File: src/shared/vsg_pkg.sv
// package: register map, field layout and reset values of the sync and genlock control
package vsg_pkg;
   // bus and counter widths
   localparam int unsigned ADDR_W = 8;
   localparam int unsigned DATA_W = 32;
   localparam int unsigned HPIX_W = 10;
   localparam int unsigned HCNT_W = 11;
   localparam int unsigned LINE_W = 10;

   // register offsets (byte addresses)
   localparam logic [7:0] OFS_SYNC_CTRL   = 8'h28;
   localparam logic [7:0] OFS_FIELD_DLY   = 8'h2C;
   localparam logic [7:0] OFS_FRAME_TOTAL = 8'h30;

   // sync control field positions
   localparam int unsigned RUN_BIT   = 31;
   localparam int unsigned FDIR_BIT  = 29;
   localparam int unsigned HDIR_BIT  = 28;
   localparam int unsigned FPOL_BIT  = 26;
   localparam int unsigned HPOL_BIT  = 25;
   localparam int unsigned MODE_HI   = 23;
   localparam int unsigned MODE_LO   = 21;
   localparam int unsigned SST_HI    = 17;
   localparam int unsigned SST_LO    = 12;
   localparam int unsigned SSP_HI    = 8;
   localparam int unsigned SSP_LO    = 1;
   localparam int unsigned HSTEP_BIT = 0;

   // field indicator delay field positions
   localparam int unsigned FSW1_HI   = 20;
   localparam int unsigned FSW1_LO   = 11;
   localparam int unsigned FSW2_HI   = 10;
   localparam int unsigned FSW2_LO   = 1;
   localparam int unsigned FSTEP_BIT = 0;

   // frame total field positions
   localparam int unsigned HTOT_HI = 9;
   localparam int unsigned HTOT_LO = 0;
   localparam int unsigned VTOT_HI = 25;
   localparam int unsigned VTOT_LO = 16;

   // implemented bits; all others read as zero
   localparam logic [31:0] SYNC_CTRL_MASK   = 32'hB6E3_F1FF;
   localparam logic [31:0] FIELD_DLY_MASK   = 32'h001F_FFFF;
   localparam logic [31:0] FRAME_TOTAL_MASK = 32'h03FF_03FF;

   // reset values
   localparam logic [31:0] SYNC_CTRL_RST   = 32'h0000_0020;
   localparam logic [31:0] FIELD_DLY_RST   = 32'h0000_0000;
   localparam logic [31:0] FRAME_TOTAL_RST = 32'h020D_035A;

   // lock source codes
   localparam logic [2:0] LOCK_NONE  = 3'h0;
   localparam logic [2:0] LOCK_PINS  = 3'h1;
   localparam logic [2:0] LOCK_CODES = 3'h2;
endpackage

File: src/shared/vsg_tim_if.sv
// interface: horizontal/vertical counter state and load requests
`timescale 1ns/100ps
`default_nettype none
interface vsg_tim_if;
   logic              run;
   logic [10:0]       h_cnt;
   logic [9:0]        v_cnt;
   logic              field;
   logic              h_load;
   logic [10:0]       h_load_val;
   logic              v_load;
   logic              v_load_field;
   logic [9:0]        h_total;
   logic [9:0]        v_total;

   modport ctl (output run, h_load, h_load_val, v_load, v_load_field, h_total, v_total,
                input  h_cnt, v_cnt, field);
   modport cnt (input  run, h_load, h_load_val, v_load, v_load_field, h_total, v_total,
                output h_cnt, v_cnt, field);
endinterface
`default_nettype wire

File: src/design/vsg_sync_ctrl.sv
// sync pin direction/polarity, genlock source select and field indicator placement
//
// What this block does
// line sync pin direction bit 28, polarity 25
// field pin polarity bit 26 sets field-1 level
// lock source field 23:21, others reserved
// no lock: counters wrap on programmed totals
// master: sync asserts edge after start match
// master: sync deasserts edge after stop match
// slave: counter loads start after sync assertion
// slave: ignore sync trailing edge and stop
// defaults target 525-line master timing
// bits 20:11 field-1 switch position
// bits 10:1 field-2 switch position
// bit 0 is switch-compare half step
// delay bits 31:21 reserved, read only
// field pin direction bit 29
// run bit 31 low holds field-1 start
// sync positions doubled plus half step
// no lock is master, lock modes slave
//
// The address-and-strobe port was left to the implementer.
`timescale 1ns/100ps
`default_nettype none
module vsg_sync_ctrl
   import vsg_pkg::*;
(
   // clock and reset
   input  wire logic              sys_clk,
   input  wire logic              sys_rst,
   // register port
   input  wire logic [ADDR_W-1:0] reg_addr,
   input  wire logic [DATA_W-1:0] reg_wdata,
   input  wire logic              reg_wr,
   input  wire logic              reg_rd,
   output logic      [DATA_W-1:0] reg_rdata,
   // line sync pin
   input  wire logic              line_sync_i,
   output logic                   line_sync_o,
   output logic                   line_sync_oe,
   // field indicator pin
   input  wire logic              field_pin_i,
   output logic                   field_pin_o,
   output logic                   field_pin_oe,
   // timing reference from the embedded-code decoder
   input  wire logic              code_line_start,
   input  wire logic              code_field,
   // counter state
   output logic      [HCNT_W-1:0] h_count,
   output logic      [LINE_W-1:0] line_count,
   output logic                   field_now
);
   vsg_tim_if tif ();

   logic [31:0] sync_ctrl_reg;
   logic [31:0] field_dly_reg;
   logic [31:0] frame_total_reg;

   logic        timing_gen_run;
   logic        field_pin_direction;
   logic        line_sync_direction;
   logic        field_pin_polarity;
   logic        line_sync_polarity;
   logic [2:0]  lock_source_select;
   logic [5:0]  line_sync_start_field;
   logic [7:0]  line_sync_stop_field;
   logic        line_sync_half_step;
   logic [9:0]  field_switch_pos_first;
   logic [9:0]  field_switch_pos_second;
   logic        field_switch_half_step;

   logic [10:0] line_sync_start;
   logic [10:0] line_sync_stop;
   logic [10:0] field_switch_first;
   logic [10:0] field_switch_second;
   logic        master_mode;
   logic        pin_lock;
   logic        code_lock;

   logic [1:0]  hs_sync;
   logic [1:0]  fp_sync;
   logic        hs_prev;
   logic        fp_prev;
   logic        hs_active_in;
   logic        fp_field_in;
   logic        code_field_prev;

   logic        hs_active_reg;
   logic        hs_active_next;
   logic        field_ind_reg;
   logic        field_ind_next;

   // shared readback decode
   function automatic logic [31:0] reg_view(input logic [7:0] addr, input logic [31:0] ctrl,
                                            input logic [31:0] dly, input logic [31:0] tot);
      logic [31:0] v;
      v = 32'h0000_0000;
      unique case (addr)
         OFS_SYNC_CTRL:   v = ctrl & SYNC_CTRL_MASK;
         OFS_FIELD_DLY:   v = dly & FIELD_DLY_MASK;
         OFS_FRAME_TOTAL: v = tot & FRAME_TOTAL_MASK;
         default:         v = 32'h0000_0000;
      endcase
      return v;
   endfunction

   // register field split
   assign timing_gen_run          = sync_ctrl_reg[RUN_BIT];
   assign field_pin_direction     = sync_ctrl_reg[FDIR_BIT];
   assign line_sync_direction     = sync_ctrl_reg[HDIR_BIT];
   assign field_pin_polarity      = sync_ctrl_reg[FPOL_BIT];
   assign line_sync_polarity      = sync_ctrl_reg[HPOL_BIT];
   assign lock_source_select      = sync_ctrl_reg[MODE_HI:MODE_LO];
   assign line_sync_start_field   = sync_ctrl_reg[SST_HI:SST_LO];
   assign line_sync_stop_field    = sync_ctrl_reg[SSP_HI:SSP_LO];
   assign line_sync_half_step     = sync_ctrl_reg[HSTEP_BIT];
   assign field_switch_pos_first  = field_dly_reg[FSW1_HI:FSW1_LO];
   assign field_switch_pos_second = field_dly_reg[FSW2_HI:FSW2_LO];
   assign field_switch_half_step  = field_dly_reg[FSTEP_BIT];

   // pixel positions doubled, half step as lsb
   assign line_sync_start     = {4'h0, line_sync_start_field, line_sync_half_step};
   assign line_sync_stop      = {2'h0, line_sync_stop_field, line_sync_half_step};
   assign field_switch_first  = {field_switch_pos_first, field_switch_half_step};
   assign field_switch_second = {field_switch_pos_second, field_switch_half_step};

   // reserved codes fall back to free running, the safest choice for an unlocked source
   assign pin_lock    = (lock_source_select == LOCK_PINS);
   assign code_lock   = (lock_source_select == LOCK_CODES);
   assign master_mode = !(pin_lock || code_lock);

   // register port
   always_ff @(posedge sys_clk) begin
      if (sys_rst) begin
         sync_ctrl_reg <= SYNC_CTRL_RST;
      end else if (reg_wr && reg_addr == OFS_SYNC_CTRL) begin
         sync_ctrl_reg <= reg_wdata & SYNC_CTRL_MASK;
      end
   end

   always_ff @(posedge sys_clk) begin
      if (sys_rst) begin
         field_dly_reg <= FIELD_DLY_RST;
      end else if (reg_wr && reg_addr == OFS_FIELD_DLY) begin
         field_dly_reg <= reg_wdata & FIELD_DLY_MASK;
      end
   end

   always_ff @(posedge sys_clk) begin
      if (sys_rst) begin
         frame_total_reg <= FRAME_TOTAL_RST;
      end else if (reg_wr && reg_addr == OFS_FRAME_TOTAL) begin
         frame_total_reg <= reg_wdata & FRAME_TOTAL_MASK;
      end
   end

   // read data stands only in the cycle after the strobe
   always_ff @(posedge sys_clk) begin
      if (sys_rst || !reg_rd) begin
         reg_rdata <= 32'h0000_0000;
      end else begin
         reg_rdata <= reg_view(reg_addr, sync_ctrl_reg, field_dly_reg, frame_total_reg);
      end
   end

   // pin synchronisers
   // pins idle high: starting the stages there avoids a false edge after reset
   always_ff @(posedge sys_clk) begin
      if (sys_rst) begin
         hs_sync <= 2'h3;
         fp_sync <= 2'h3;
      end else begin
         hs_sync <= {hs_sync[0], line_sync_i};
         fp_sync <= {fp_sync[0], field_pin_i};
      end
   end

   // normalise to active high / field-2 high
   assign hs_active_in = hs_sync[1] ~^ line_sync_polarity;
   assign fp_field_in  = fp_sync[1] ^ field_pin_polarity;

   always_ff @(posedge sys_clk) begin
      if (sys_rst) begin
         hs_prev         <= 1'b0;
         fp_prev         <= 1'b1;
         code_field_prev <= 1'b0;
      end else begin
         hs_prev         <= hs_active_in;
         fp_prev         <= fp_field_in;
         code_field_prev <= code_field;
      end
   end

   // counter control
   // only the leading edge of the input sync reloads the counter; its trailing edge is unused
   always_comb begin
      tif.run          = timing_gen_run;
      tif.h_total      = frame_total_reg[HTOT_HI:HTOT_LO];
      tif.v_total      = frame_total_reg[VTOT_HI:VTOT_LO];
      tif.h_load_val   = line_sync_start;
      tif.h_load       = 1'b0;
      tif.v_load       = 1'b0;
      tif.v_load_field = 1'b0;
      if (pin_lock && !line_sync_direction) begin
         tif.h_load = hs_active_in && !hs_prev;
         // two sync stages cost two edges; loading one past start keeps the second-edge alignment
         tif.h_load_val = line_sync_start + 11'h001;
      end else if (code_lock) begin
         tif.h_load = code_line_start;
      end
      if (pin_lock && !field_pin_direction) begin
         tif.v_load       = fp_field_in ^ fp_prev;
         tif.v_load_field = fp_field_in;
      end else if (code_lock) begin
         tif.v_load       = code_field ^ code_field_prev;
         tif.v_load_field = code_field;
      end
   end

   vsg_timing_counter u_counter (
      .sys_clk (sys_clk),
      .sys_rst (sys_rst),
      .tif     (tif)
   );

   // line sync generation
   always_comb begin
      hs_active_next = hs_active_reg;
      if (!master_mode || !timing_gen_run) begin
         hs_active_next = 1'b0;
      end else if (tif.h_cnt == line_sync_start) begin
         hs_active_next = 1'b1;
      end else if (tif.h_cnt == line_sync_stop) begin
         hs_active_next = 1'b0;
      end
   end

   always_ff @(posedge sys_clk) begin
      if (sys_rst) begin
         hs_active_reg <= 1'b0;
      end else begin
         hs_active_reg <= hs_active_next;
      end
   end

   // pin level registered with the state so the edge lands one clock after the match
   always_ff @(posedge sys_clk) begin
      if (sys_rst) begin
         line_sync_o  <= 1'b1;
         line_sync_oe <= 1'b0;
      end else begin
         line_sync_o  <= hs_active_next ~^ line_sync_polarity;
         line_sync_oe <= line_sync_direction;
      end
   end

   // field indicator
   // the indicator follows the counter field, switching on line 0 at the programmed position
   always_comb begin
      field_ind_next = field_ind_reg;
      if (!timing_gen_run) begin
         field_ind_next = 1'b0;
      end else if (tif.field != field_ind_reg && tif.v_cnt == 10'h000) begin
         if (tif.field && tif.h_cnt == field_switch_first) begin
            field_ind_next = 1'b1;
         end else if (!tif.field && tif.h_cnt == field_switch_second) begin
            field_ind_next = 1'b0;
         end
      end
   end

   always_ff @(posedge sys_clk) begin
      if (sys_rst) begin
         field_ind_reg <= 1'b0;
      end else begin
         field_ind_reg <= field_ind_next;
      end
   end

   always_ff @(posedge sys_clk) begin
      if (sys_rst) begin
         field_pin_o  <= 1'b0;
         field_pin_oe <= 1'b0;
      end else begin
         field_pin_o  <= field_ind_next ^ field_pin_polarity;
         field_pin_oe <= field_pin_direction;
      end
   end

   // counter state exported through flops
   always_ff @(posedge sys_clk) begin
      if (sys_rst) begin
         h_count    <= 11'h000;
         line_count <= 10'h000;
         field_now  <= 1'b0;
      end else begin
         h_count    <= tif.h_cnt;
         line_count <= tif.v_cnt;
         field_now  <= tif.field;
      end
   end

   // checks
   a_sync_rise: assert property (@(posedge sys_clk) disable iff (sys_rst)
      master_mode && timing_gen_run && tif.h_cnt == line_sync_start
      |=> line_sync_o == $past(line_sync_polarity))
      else $error("line sync not asserted after start match");

   a_sync_fall: assert property (@(posedge sys_clk) disable iff (sys_rst)
      master_mode && timing_gen_run && tif.h_cnt == line_sync_stop && tif.h_cnt != line_sync_start
      |=> line_sync_o != $past(line_sync_polarity))
      else $error("line sync not released after stop match");

   a_slave_load: assert property (@(posedge sys_clk) disable iff (sys_rst)
      pin_lock && !line_sync_direction && timing_gen_run && $rose(hs_active_in) && $past(timing_gen_run)
      |=> tif.h_cnt == line_sync_start + 11'h001)
      else $error("slave reload did not take the start value");

   a_slave_quiet: assert property (@(posedge sys_clk) disable iff (sys_rst)
      !master_mode ##1 !master_mode |-> line_sync_o != $past(line_sync_polarity))
      else $error("line sync driven active in slave mode");

   a_pin_dirs: assert property (@(posedge sys_clk) disable iff (sys_rst)
      ##1 line_sync_oe == $past(line_sync_direction) && field_pin_oe == $past(field_pin_direction))
      else $error("pin enable does not follow direction bit");

   a_field_level: assert property (@(posedge sys_clk) disable iff (sys_rst)
      ##1 field_pin_o == (field_ind_reg ^ $past(field_pin_polarity)))
      else $error("field pin level wrong for polarity");

   a_field_switch: assert property (@(posedge sys_clk) disable iff (sys_rst)
      timing_gen_run && tif.field && !field_ind_reg && tif.v_cnt == 10'h000
      && tif.h_cnt == field_switch_first |=> field_ind_reg)
      else $error("field indicator missed the first switch point");

   a_delay_read: assert property (@(posedge sys_clk) disable iff (sys_rst)
      reg_rd && reg_addr == OFS_FIELD_DLY |=> reg_rdata[31:21] == 11'h000
      && reg_rdata[20:0] == $past(field_dly_reg[20:0]))
      else $error("field delay readback wrong");
endmodule
`default_nettype wire

File: src/design/vsg_timing_counter.sv
// horizontal, vertical and field counters of the timing generator
`timescale 1ns/100ps
`default_nettype none
module vsg_timing_counter
   import vsg_pkg::*;
(
   // clock and reset
   input  wire logic sys_clk,
   input  wire logic sys_rst,
   // counter state and loads
   vsg_tim_if.cnt    tif
);
   logic [10:0] h_last;
   logic [9:0]  v_last;
   logic        h_wrap;

   // video clock is twice the pixel rate: a line spans 2*total clocks
   assign h_last = {tif.h_total, 1'b0} - 11'h001;
   assign v_last = tif.v_total - 10'h001;
   assign h_wrap = (tif.h_cnt == h_last);

   always_ff @(posedge sys_clk) begin
      if (sys_rst || !tif.run) begin
         tif.h_cnt <= 11'h000;
      end else if (tif.h_load) begin
         tif.h_cnt <= tif.h_load_val;
      end else if (h_wrap) begin
         tif.h_cnt <= 11'h000;
      end else begin
         tif.h_cnt <= tif.h_cnt + 11'h001;
      end
   end

   always_ff @(posedge sys_clk) begin
      if (sys_rst || !tif.run) begin
         tif.v_cnt <= 10'h000;
         tif.field <= 1'b0;
      end else if (tif.v_load) begin
         tif.v_cnt <= 10'h000;
         tif.field <= tif.v_load_field;
      end else if (h_wrap && !tif.h_load) begin
         if (tif.v_cnt == v_last) begin
            tif.v_cnt <= 10'h000;
            tif.field <= ~tif.field;
         end else begin
            tif.v_cnt <= tif.v_cnt + 10'h001;
         end
      end
   end

   a_hold_stopped: assert property (@(posedge sys_clk) disable iff (sys_rst)
      !tif.run |=> (tif.h_cnt == 11'h000) && (tif.v_cnt == 10'h000) && !tif.field)
      else $error("counters not held while stopped");

   a_line_wrap: assert property (@(posedge sys_clk) disable iff (sys_rst)
      tif.run && h_wrap && !tif.h_load && $past(tif.run) |=> tif.h_cnt == 11'h000)
      else $error("horizontal counter missed its wrap");
endmodule
`default_nettype wire

File: config.mk
export PLATFORM = sky130hd
export DESIGN_NAME = vsg_sync_ctrl
export DESIGN_NICKNAME = d
export VERILOG_FILES = /design/src/shared/vsg_pkg.sv /design/src/shared/vsg_tim_if.sv /design/src/design/vsg_sync_ctrl.sv /design/src/design/vsg_timing_counter.sv
export SDC_FILE = /design/constraint.sdc
export NUM_CORES = 1
export LEC_CHECK = 0
export ABC_AREA = 1
export ABC_CLOCK_PERIOD_IN_PS = 2100
export BUFFER_PORTS_ARGS = -buffer_cell sky130_fd_sc_hd__buf_2
export CORE_MARGIN = 4
export CORE_UTILIZATION = 45
export CTS_BUF_LIST = sky130_fd_sc_hd__clkbuf_8 sky130_fd_sc_hd__clkbuf_16
export CTS_CLUSTER_DIAMETER = 100
export DETAILED_ROUTE_END_ITERATION = 12
export GPL_TIMING_DRIVEN = 0
export PLACE_DENSITY = 0.74
export SYNTH_ARGS = -nofsm -noshare
export SYNTH_HDL_FRONTEND = slang
export SYNTH_HIERARCHICAL = 1
export SYNTH_SLANG_ARGS = --single-unit
File: constraint.sdc
create_clock -name sys_clk -period 2.1 [get_ports sys_clk]
set_input_delay 0.315 -clock sys_clk [delete_from_list [all_inputs] [get_ports sys_clk]]
set_output_delay 0.315 -clock sys_clk [all_outputs]
set_load 0.02 [all_outputs]
======== Word-level counts from Yosys, hierarchy flattened ========
Index checks and enable logic that the tools add are counted.
word-level totals
  latch bits .............................. 0
  output and inout port bits .............. 58
  memory bits (read-only) ................. 0
  register bits after elaboration ......... 153
  memory bits (writable) .................. 0
  logic and storage cells ................. 92
  input port bits ......................... 48
  memories ................................ 0
operators by class
  add/subtract/negate cells ............... 5
  bitwise logic cells ..................... 7
  magnitude comparators ................... 0
  equal/unequal tests ..................... 12
  divide/modulo/power cells ............... 0
  reductions and logical operators ........ 26
  mux-type cells .......................... 21
  $mul .................................... 0
  shift operators ......................... 0
operators with widths
  cell                                                                   number
  32-bit one-hot mux with 3 select lines                                 1
  11-bit equality test                                                   3
  8-bit by 6-bit equality test with 1-bit output, second input constant  3
  11-bit two-way mux                                                     2
  1-bit two-way mux                                                      16
  11-bit by 1-bit adder with 11-bit output, second input constant        1
  11-bit by 7-bit equality test with 1-bit output                        1
  11-bit by 9-bit equality test with 1-bit output                        1
  11-bit by 1-bit subtractor with 11-bit output, second input constant   1
  10-bit by 1-bit adder with 10-bit output, second input constant        1
  10-bit equality test                                                   1
  1-bit logical AND                                                      10
  10-bit logical NOT                                                     1
  10-bit two-way mux                                                     1
  10-bit by 1-bit subtractor with 10-bit output, second input constant   1
  7-bit by 1-bit adder with 8-bit output, second input constant          1
  8-bit two-way mux                                                      1
  1-bit logical NOT                                                      7
  1-bit logical OR                                                       4
  2-bit nonzero test                                                     2
  1-bit XOR                                                              4
  3-bit by 1-bit equality test with 1-bit output, second input constant  1
  3-bit by 2-bit equality test with 1-bit output, second input constant  1
  2-bit AND reduction                                                    1
  4 further kinds                                                        5

======== Logic depth before layout (Yosys ltp) ========
  depth after elaboration ................. 7
  mapped depth ............................ 17
  gate-level depth less buffers ........... 17

======== Cells and area by module ========
Netlist, hierarchy kept.
by module, submodules not included
  module              sequential area each (um^2)  area each (um^2)  cells an instance  instances
  vsg_sync_ctrl       2,582.5                      5,263.8           708                1
  vsg_timing_counter  440.4                        2,220.9           396                1

======== Worst setup path before layout ========
No wires, ideal clock.
  path type ............................... register to register
  start point ............................. reg sync_ctrl_reg[21]
  end point ............................... reg u_counter.tif.v_cnt[5]
  cell stages (with the launch flop) ...... 11
  setup slack ............................. 0.254 ns
  arrival time ............................ 1.728 ns
  required time ........................... 1.982 ns
  setup time .............................. 0.118 ns
  buffers on the path ..................... 1
  period minus slack after synthesis ...... 1.846 ns
  cell sequence ........................... dfxtp_1 -> inv_1 -> nor3_2 -> nand2_1 -> o31ai_1 -> clkbuf_1 -> inv_1 -> nand3_2 -> clkinv_2 -> nand2_1 -> a21oi_1
between the ends
  word-level cells in the longest chain between the ends .. 5
  elaborated cells on any way between the ends .. 11
  classes of those cells .................. eq/ne: 2; mux: 4; reduce/logical: 5
ends and longest elaborated chain
  element                                                                                                                  line                                        source
  from (decl)                                                                                                              vsg_sync_ctrl.sv:55                         logic [31:0] sync_ctrl_reg;
  from (signal assigned)                                                                                                   vsg_sync_ctrl.sv:137                        sync_ctrl_reg <= reg_wdata & SYNC_CTRL_MASK;
  3-bit by 2-bit equality test with 1-bit output / 3-bit by 1-bit equality test with 1-bit output (equally long branches)  vsg_sync_ctrl.sv:129, vsg_sync_ctrl.sv:128
  1-bit two-way mux / 1-bit logical AND (equally long branches)                                                            vsg_sync_ctrl.sv:208, vsg_sync_ctrl.sv:204
  1-bit two-way mux (*)                                                                                                    vsg_sync_ctrl.sv:204                        if (pin_lock && !line_sync_direction) begin
  net tif.h_load                                                                                                           vsg_tim_if.sv:9                             logic h_load;
  1-bit logical NOT (*)                                                                                                    vsg_timing_counter.sv:41                    end else if (h_wrap && !tif.h_load) begin
  1-bit logical AND (*)                                                                                                    vsg_timing_counter.sv:41
  to (signal assigned)                                                                                                     vsg_timing_counter.sv:46                    tif.v_cnt <= tif.v_cnt + 10'h001;
  to (decl)                                                                                                                vsg_tim_if.sv:19                            output h_cnt, v_cnt, field);
The timed path passes the listed nets; every way through them passes the cells marked *.
A chain may end at the register's enable or synchronous reset.

======== Final worst setup path ========
  start point ............................. reg sync_ctrl_reg[21]
  end point ............................... reg u_counter.tif.h_cnt[6]
between the ends
  word-level cells in the longest chain between the ends .. 4
  elaborated cells on any way between the ends .. 7
  classes of those cells .................. eq/ne: 2; mux: 4; reduce/logical: 1
ends and longest elaborated chain
  element                                                                                                                  line                                        source
  3-bit by 2-bit equality test with 1-bit output / 3-bit by 1-bit equality test with 1-bit output (equally long branches)  vsg_sync_ctrl.sv:129, vsg_sync_ctrl.sv:128
  1-bit two-way mux / 1-bit logical AND (equally long branches)                                                            vsg_sync_ctrl.sv:208, vsg_sync_ctrl.sv:204
  1-bit two-way mux (*)                                                                                                    vsg_sync_ctrl.sv:204
  net tif.h_load                                                                                                           vsg_tim_if.sv:9
  11-bit two-way mux (*)                                                                                                   vsg_timing_counter.sv:25                    end else if (tif.h_load) begin
  to (signal assigned)                                                                                                     vsg_timing_counter.sv:26                    tif.h_cnt <= tif.h_load_val;
  to (signal assigned)                                                                                                     vsg_timing_counter.sv:30                    tif.h_cnt <= tif.h_cnt + 11'h001;
  to (decl)                                                                                                                vsg_tim_if.sv:19
Marked as above.

==> impl_metrics.env <==
export IMPL_outcome="finished, final reports clean"
export IMPL_synth_area_top_cells="dfxtp_1, nand2_1, inv_1"
export IMPL_largest_reg_flops=30
export IMPL_fill_cells=1540
export IMPL_worst_pin_slew_ps=731
export IMPL_period_needed_ps=2030
export IMPL_combPwrFrac_pct=3.3
export IMPL_arrival_ps=2390
export IMPL_rr_startpoint="sync_ctrl_reg[21]"
export IMPL_drv_slew=0
export IMPL_yosysMostFrequentCell="nand2_1"
export IMPL_vias_per_cell=5.25
export IMPL_r2r_end="u_counter/tif.h_cnt[6]"
export IMPL_synthArstFlopShare_pct=0
export IMPL_grt_max_degree=17
export IMPL_first_pass_iters=5
export IMPL_grt_pass1_vias=7052
export IMPL_ir_drop_mv=0.605
export IMPL_synth_top_area_cell="dfxtp_1"
export IMPL_power_density_nw_per_um2=659
export IMPL_hp_start="line_sync_i"
export IMPL_required_ps=2450
export IMPL_final_area_um2=8950
export IMPL_synth_main_ff_cell="dfxtp_1"
export IMPL_antenna_found_initial=0
export IMPL_drt_first_iter_violations=719
export IMPL_crit_fanout=10
export IMPL_cellLeakagePower_uw=0.00402
export IMPL_synth_top_cell_area_share_pct=40.4
export IMPL_ys_ff_latch=151
export IMPL_cts_tree="built"
export IMPL_synth_edff_count=0
export IMPL_overflow=0
export IMPL_cts_sinks=151
export IMPL_synth_common_cells="nand2_1, dfxtp_1, inv_1"
export IMPL_die_x_um=137
export IMPL_dieArea_um2=18800
export IMPL_skew_ps=9.67
export IMPL_drive_gt1_share_pct=19.1
export IMPL_synthDistinctLibCells=42
export IMPL_die_h_um=137
export IMPL_max_freq_mhz=492
export IMPL_min_path_type="input port to flip-flop"
export IMPL_place_congestion=0.979
export IMPL_num_vias=7663
export IMPL_synthCells=1104
export IMPL_wire_per_inst_um=16.1
export IMPL_clk_latency_ps=430
export IMPL_p_switching_uw=1430
export IMPL_grt_usage_pct=25.1
export IMPL_cp_end_kind="flip-flop"
export IMPL_hold_viol_final=0
export IMPL_ant_nets=0
export IMPL_min_to="hs_sync[0]"
export IMPL_multi_input_area_um2=3780
export IMPL_seq_area_frac_synth_pct=40.4
export IMPL_reg2reg_slack_ps=70
export IMPL_netSwitchingFraction_pct=24.2
export IMPL_intPower_uw=4470
export IMPL_crit_type="flip-flop to flip-flop"
export IMPL_area_growth_pct=19.6
export IMPL_postPlaceCellArea_um2=8280
export IMPL_slew_headroom_pct=51.3
export IMPL_ios=106
export IMPL_finalCritPeriodShare_pct=96.9
export IMPL_setup_violations_final=0
export IMPL_core_um2=16100
export IMPL_grt_pass1_wl_mm=35.9
export IMPL_cts_htree_levels=4
export IMPL_maxCapViolCount=0
export IMPL_nets=1285
export IMPL_clockBufferDepth=2
export IMPL_diodes=0
export IMPL_path_clk_slew_ps=70
export IMPL_row_count=46
export IMPL_port_buffer_count=101
export IMPL_yosysWarnings=6
export IMPL_min_path_cells=2
export IMPL_regArea_um2=3040
export IMPL_drc=0
export IMPL_totalWireLength_mm=23.5
export IMPL_synthesis_area_um2=7480
export IMPL_critPathLaunchType="flip-flop"
export IMPL_synth_avg_cell_area_um2=6.78
export IMPL_start_util_pct=46.4
export IMPL_hpwl_mm=17.5
export IMPL_pwr_share_clk_pct=48.0
export IMPL_reg2regPathDepth=9
export IMPL_cts_buffers=17
export IMPL_hold_slack_ps=60.7
export IMPL_ctsRootBufferMaster="clkbuf_16"
export IMPL_pwr_share_seq_pct=48.8
==> cell usage in the layout (no fill, tap or decap), types with 17 or more instances in the layout <==
cell         n
xor2_1      19
o21ai_1     43
nor3_1      18
nand3_1     49
buf_2      112
clkbuf_16   17
nand2_1    317
o21ai_0     20
inv_1      139
dfxtp_1    141
nor2_1     122
a21oi_1     68
==> per-layer routing <==
metal / up-vias / wire length [um] / global-route usage, %
li1: 3717 / - / -
met1: 3458 / 9790 / 32.5
met2: 413 / 10200 / 38.4
met3: 75 / 2530 / 6.32
met4: 0 / 991 / 12.9
met5: - / 0 / 0
==> per-stage QoR <==
| step | worst slack (ps) | power [uW] | cells | utilization [%] | setup TNS (ps) |
|---|---|---|---|---|---|
| 6_report | 66.1 | 5900 | 1461 | 55.5 | 0 |
| 5_1_grt | -25.2 | 6040 | 1461 | 55.5 | -66.0 |
| 4_1_cts | 18.8 | 5910 | 1457 | 54.9 | 0 |
| 3_5_place_dp | -237 | 3130 | 1425 | 51.4 | -2880 |
| 3_3_place_gp | -191 | 3130 | 1425 | 51.4 | -2200 |
| 2_1_floorplan | 254 | 3020 | 1108 | - | 0 |
==> final cells by class <==
cell class / count / share of cell area [%]
multi-input combinational: 768 / 42.3
tap: 216 / 3.02
inverter: 155 / 6.51
clock inverter: 15 / 1.34
buffer: 34 / 2.15
sequential: 151 / 33.9
clock buffer: 17 / 4.75
timing repair buffer: 105 / 5.98
==> power by group through the flow <==
stage	logic [uW]	clock network (uW)	registers, uW
after floorplan	83.0	0	2940
after global routing	208	2960	2880
after global placement	184	0	2940
final	193	2830	2880
after CTS	186	2850	2880
after detailed placement	185	0	2940
==> cell families (layout without fill, tap and decap cells) <==
| group | after synthesis | in the layout | share of synthesized area (%) |
|---|---|---|---|
| and+or+nand+nor | 569 | 569 | 32.8 |
| buffers and inverters | 189 | 326 | 10.3 |
| AOI/OAI and AO/OA | 158 | 158 | 12.0 |
| DFF | 151 | 151 | 40.4 |
| xor gates and xnor gates | 31 | 31 | 3.63 |
| adders and majority gates | 5 | 5 | 0.836 |
| other | 1 | 5 | 0.0501 |
==> worst max path at each step <==
| stage | startpoint | end | depth (start not counted) |
|---|---|---|---|
| floorplan | sync_ctrl_reg[21] | u_counter/tif.v_cnt[5] | 10 |
| global placement | sync_ctrl_reg[21] | u_counter/tif.v_cnt[6] | 10 |
| detailed placement | sync_ctrl_reg[21] | u_counter/tif.v_cnt[5] | 10 |
| CTS | u_counter/tif.h_cnt[6] | u_counter/tif.v_cnt[3] | 15 |
| global route | sync_ctrl_reg[21] | u_counter/tif.h_cnt[6] | 9 |
| finish | sync_ctrl_reg[21] | u_counter/tif.h_cnt[6] | 9 |
==> worst max-delay path, cell delays in order (launching register included) <==
cell and delay (ps):
dfxtp_1 380, inv_1 100, nor3_4 290, nand2_2 140, o31ai_1 230, buf_4 200, buf_4 130, clkbuf_2 220
nand2_1 110, a21oi_1 150
==> timing repair <==
action,CTS,global route
hold buffers,0,0
pin swaps,0,5
gates resized for setup,11,23
buffers inserted,0,4
endpoints found under the setup margin,21,23
(Power assumes the default switching activity.)
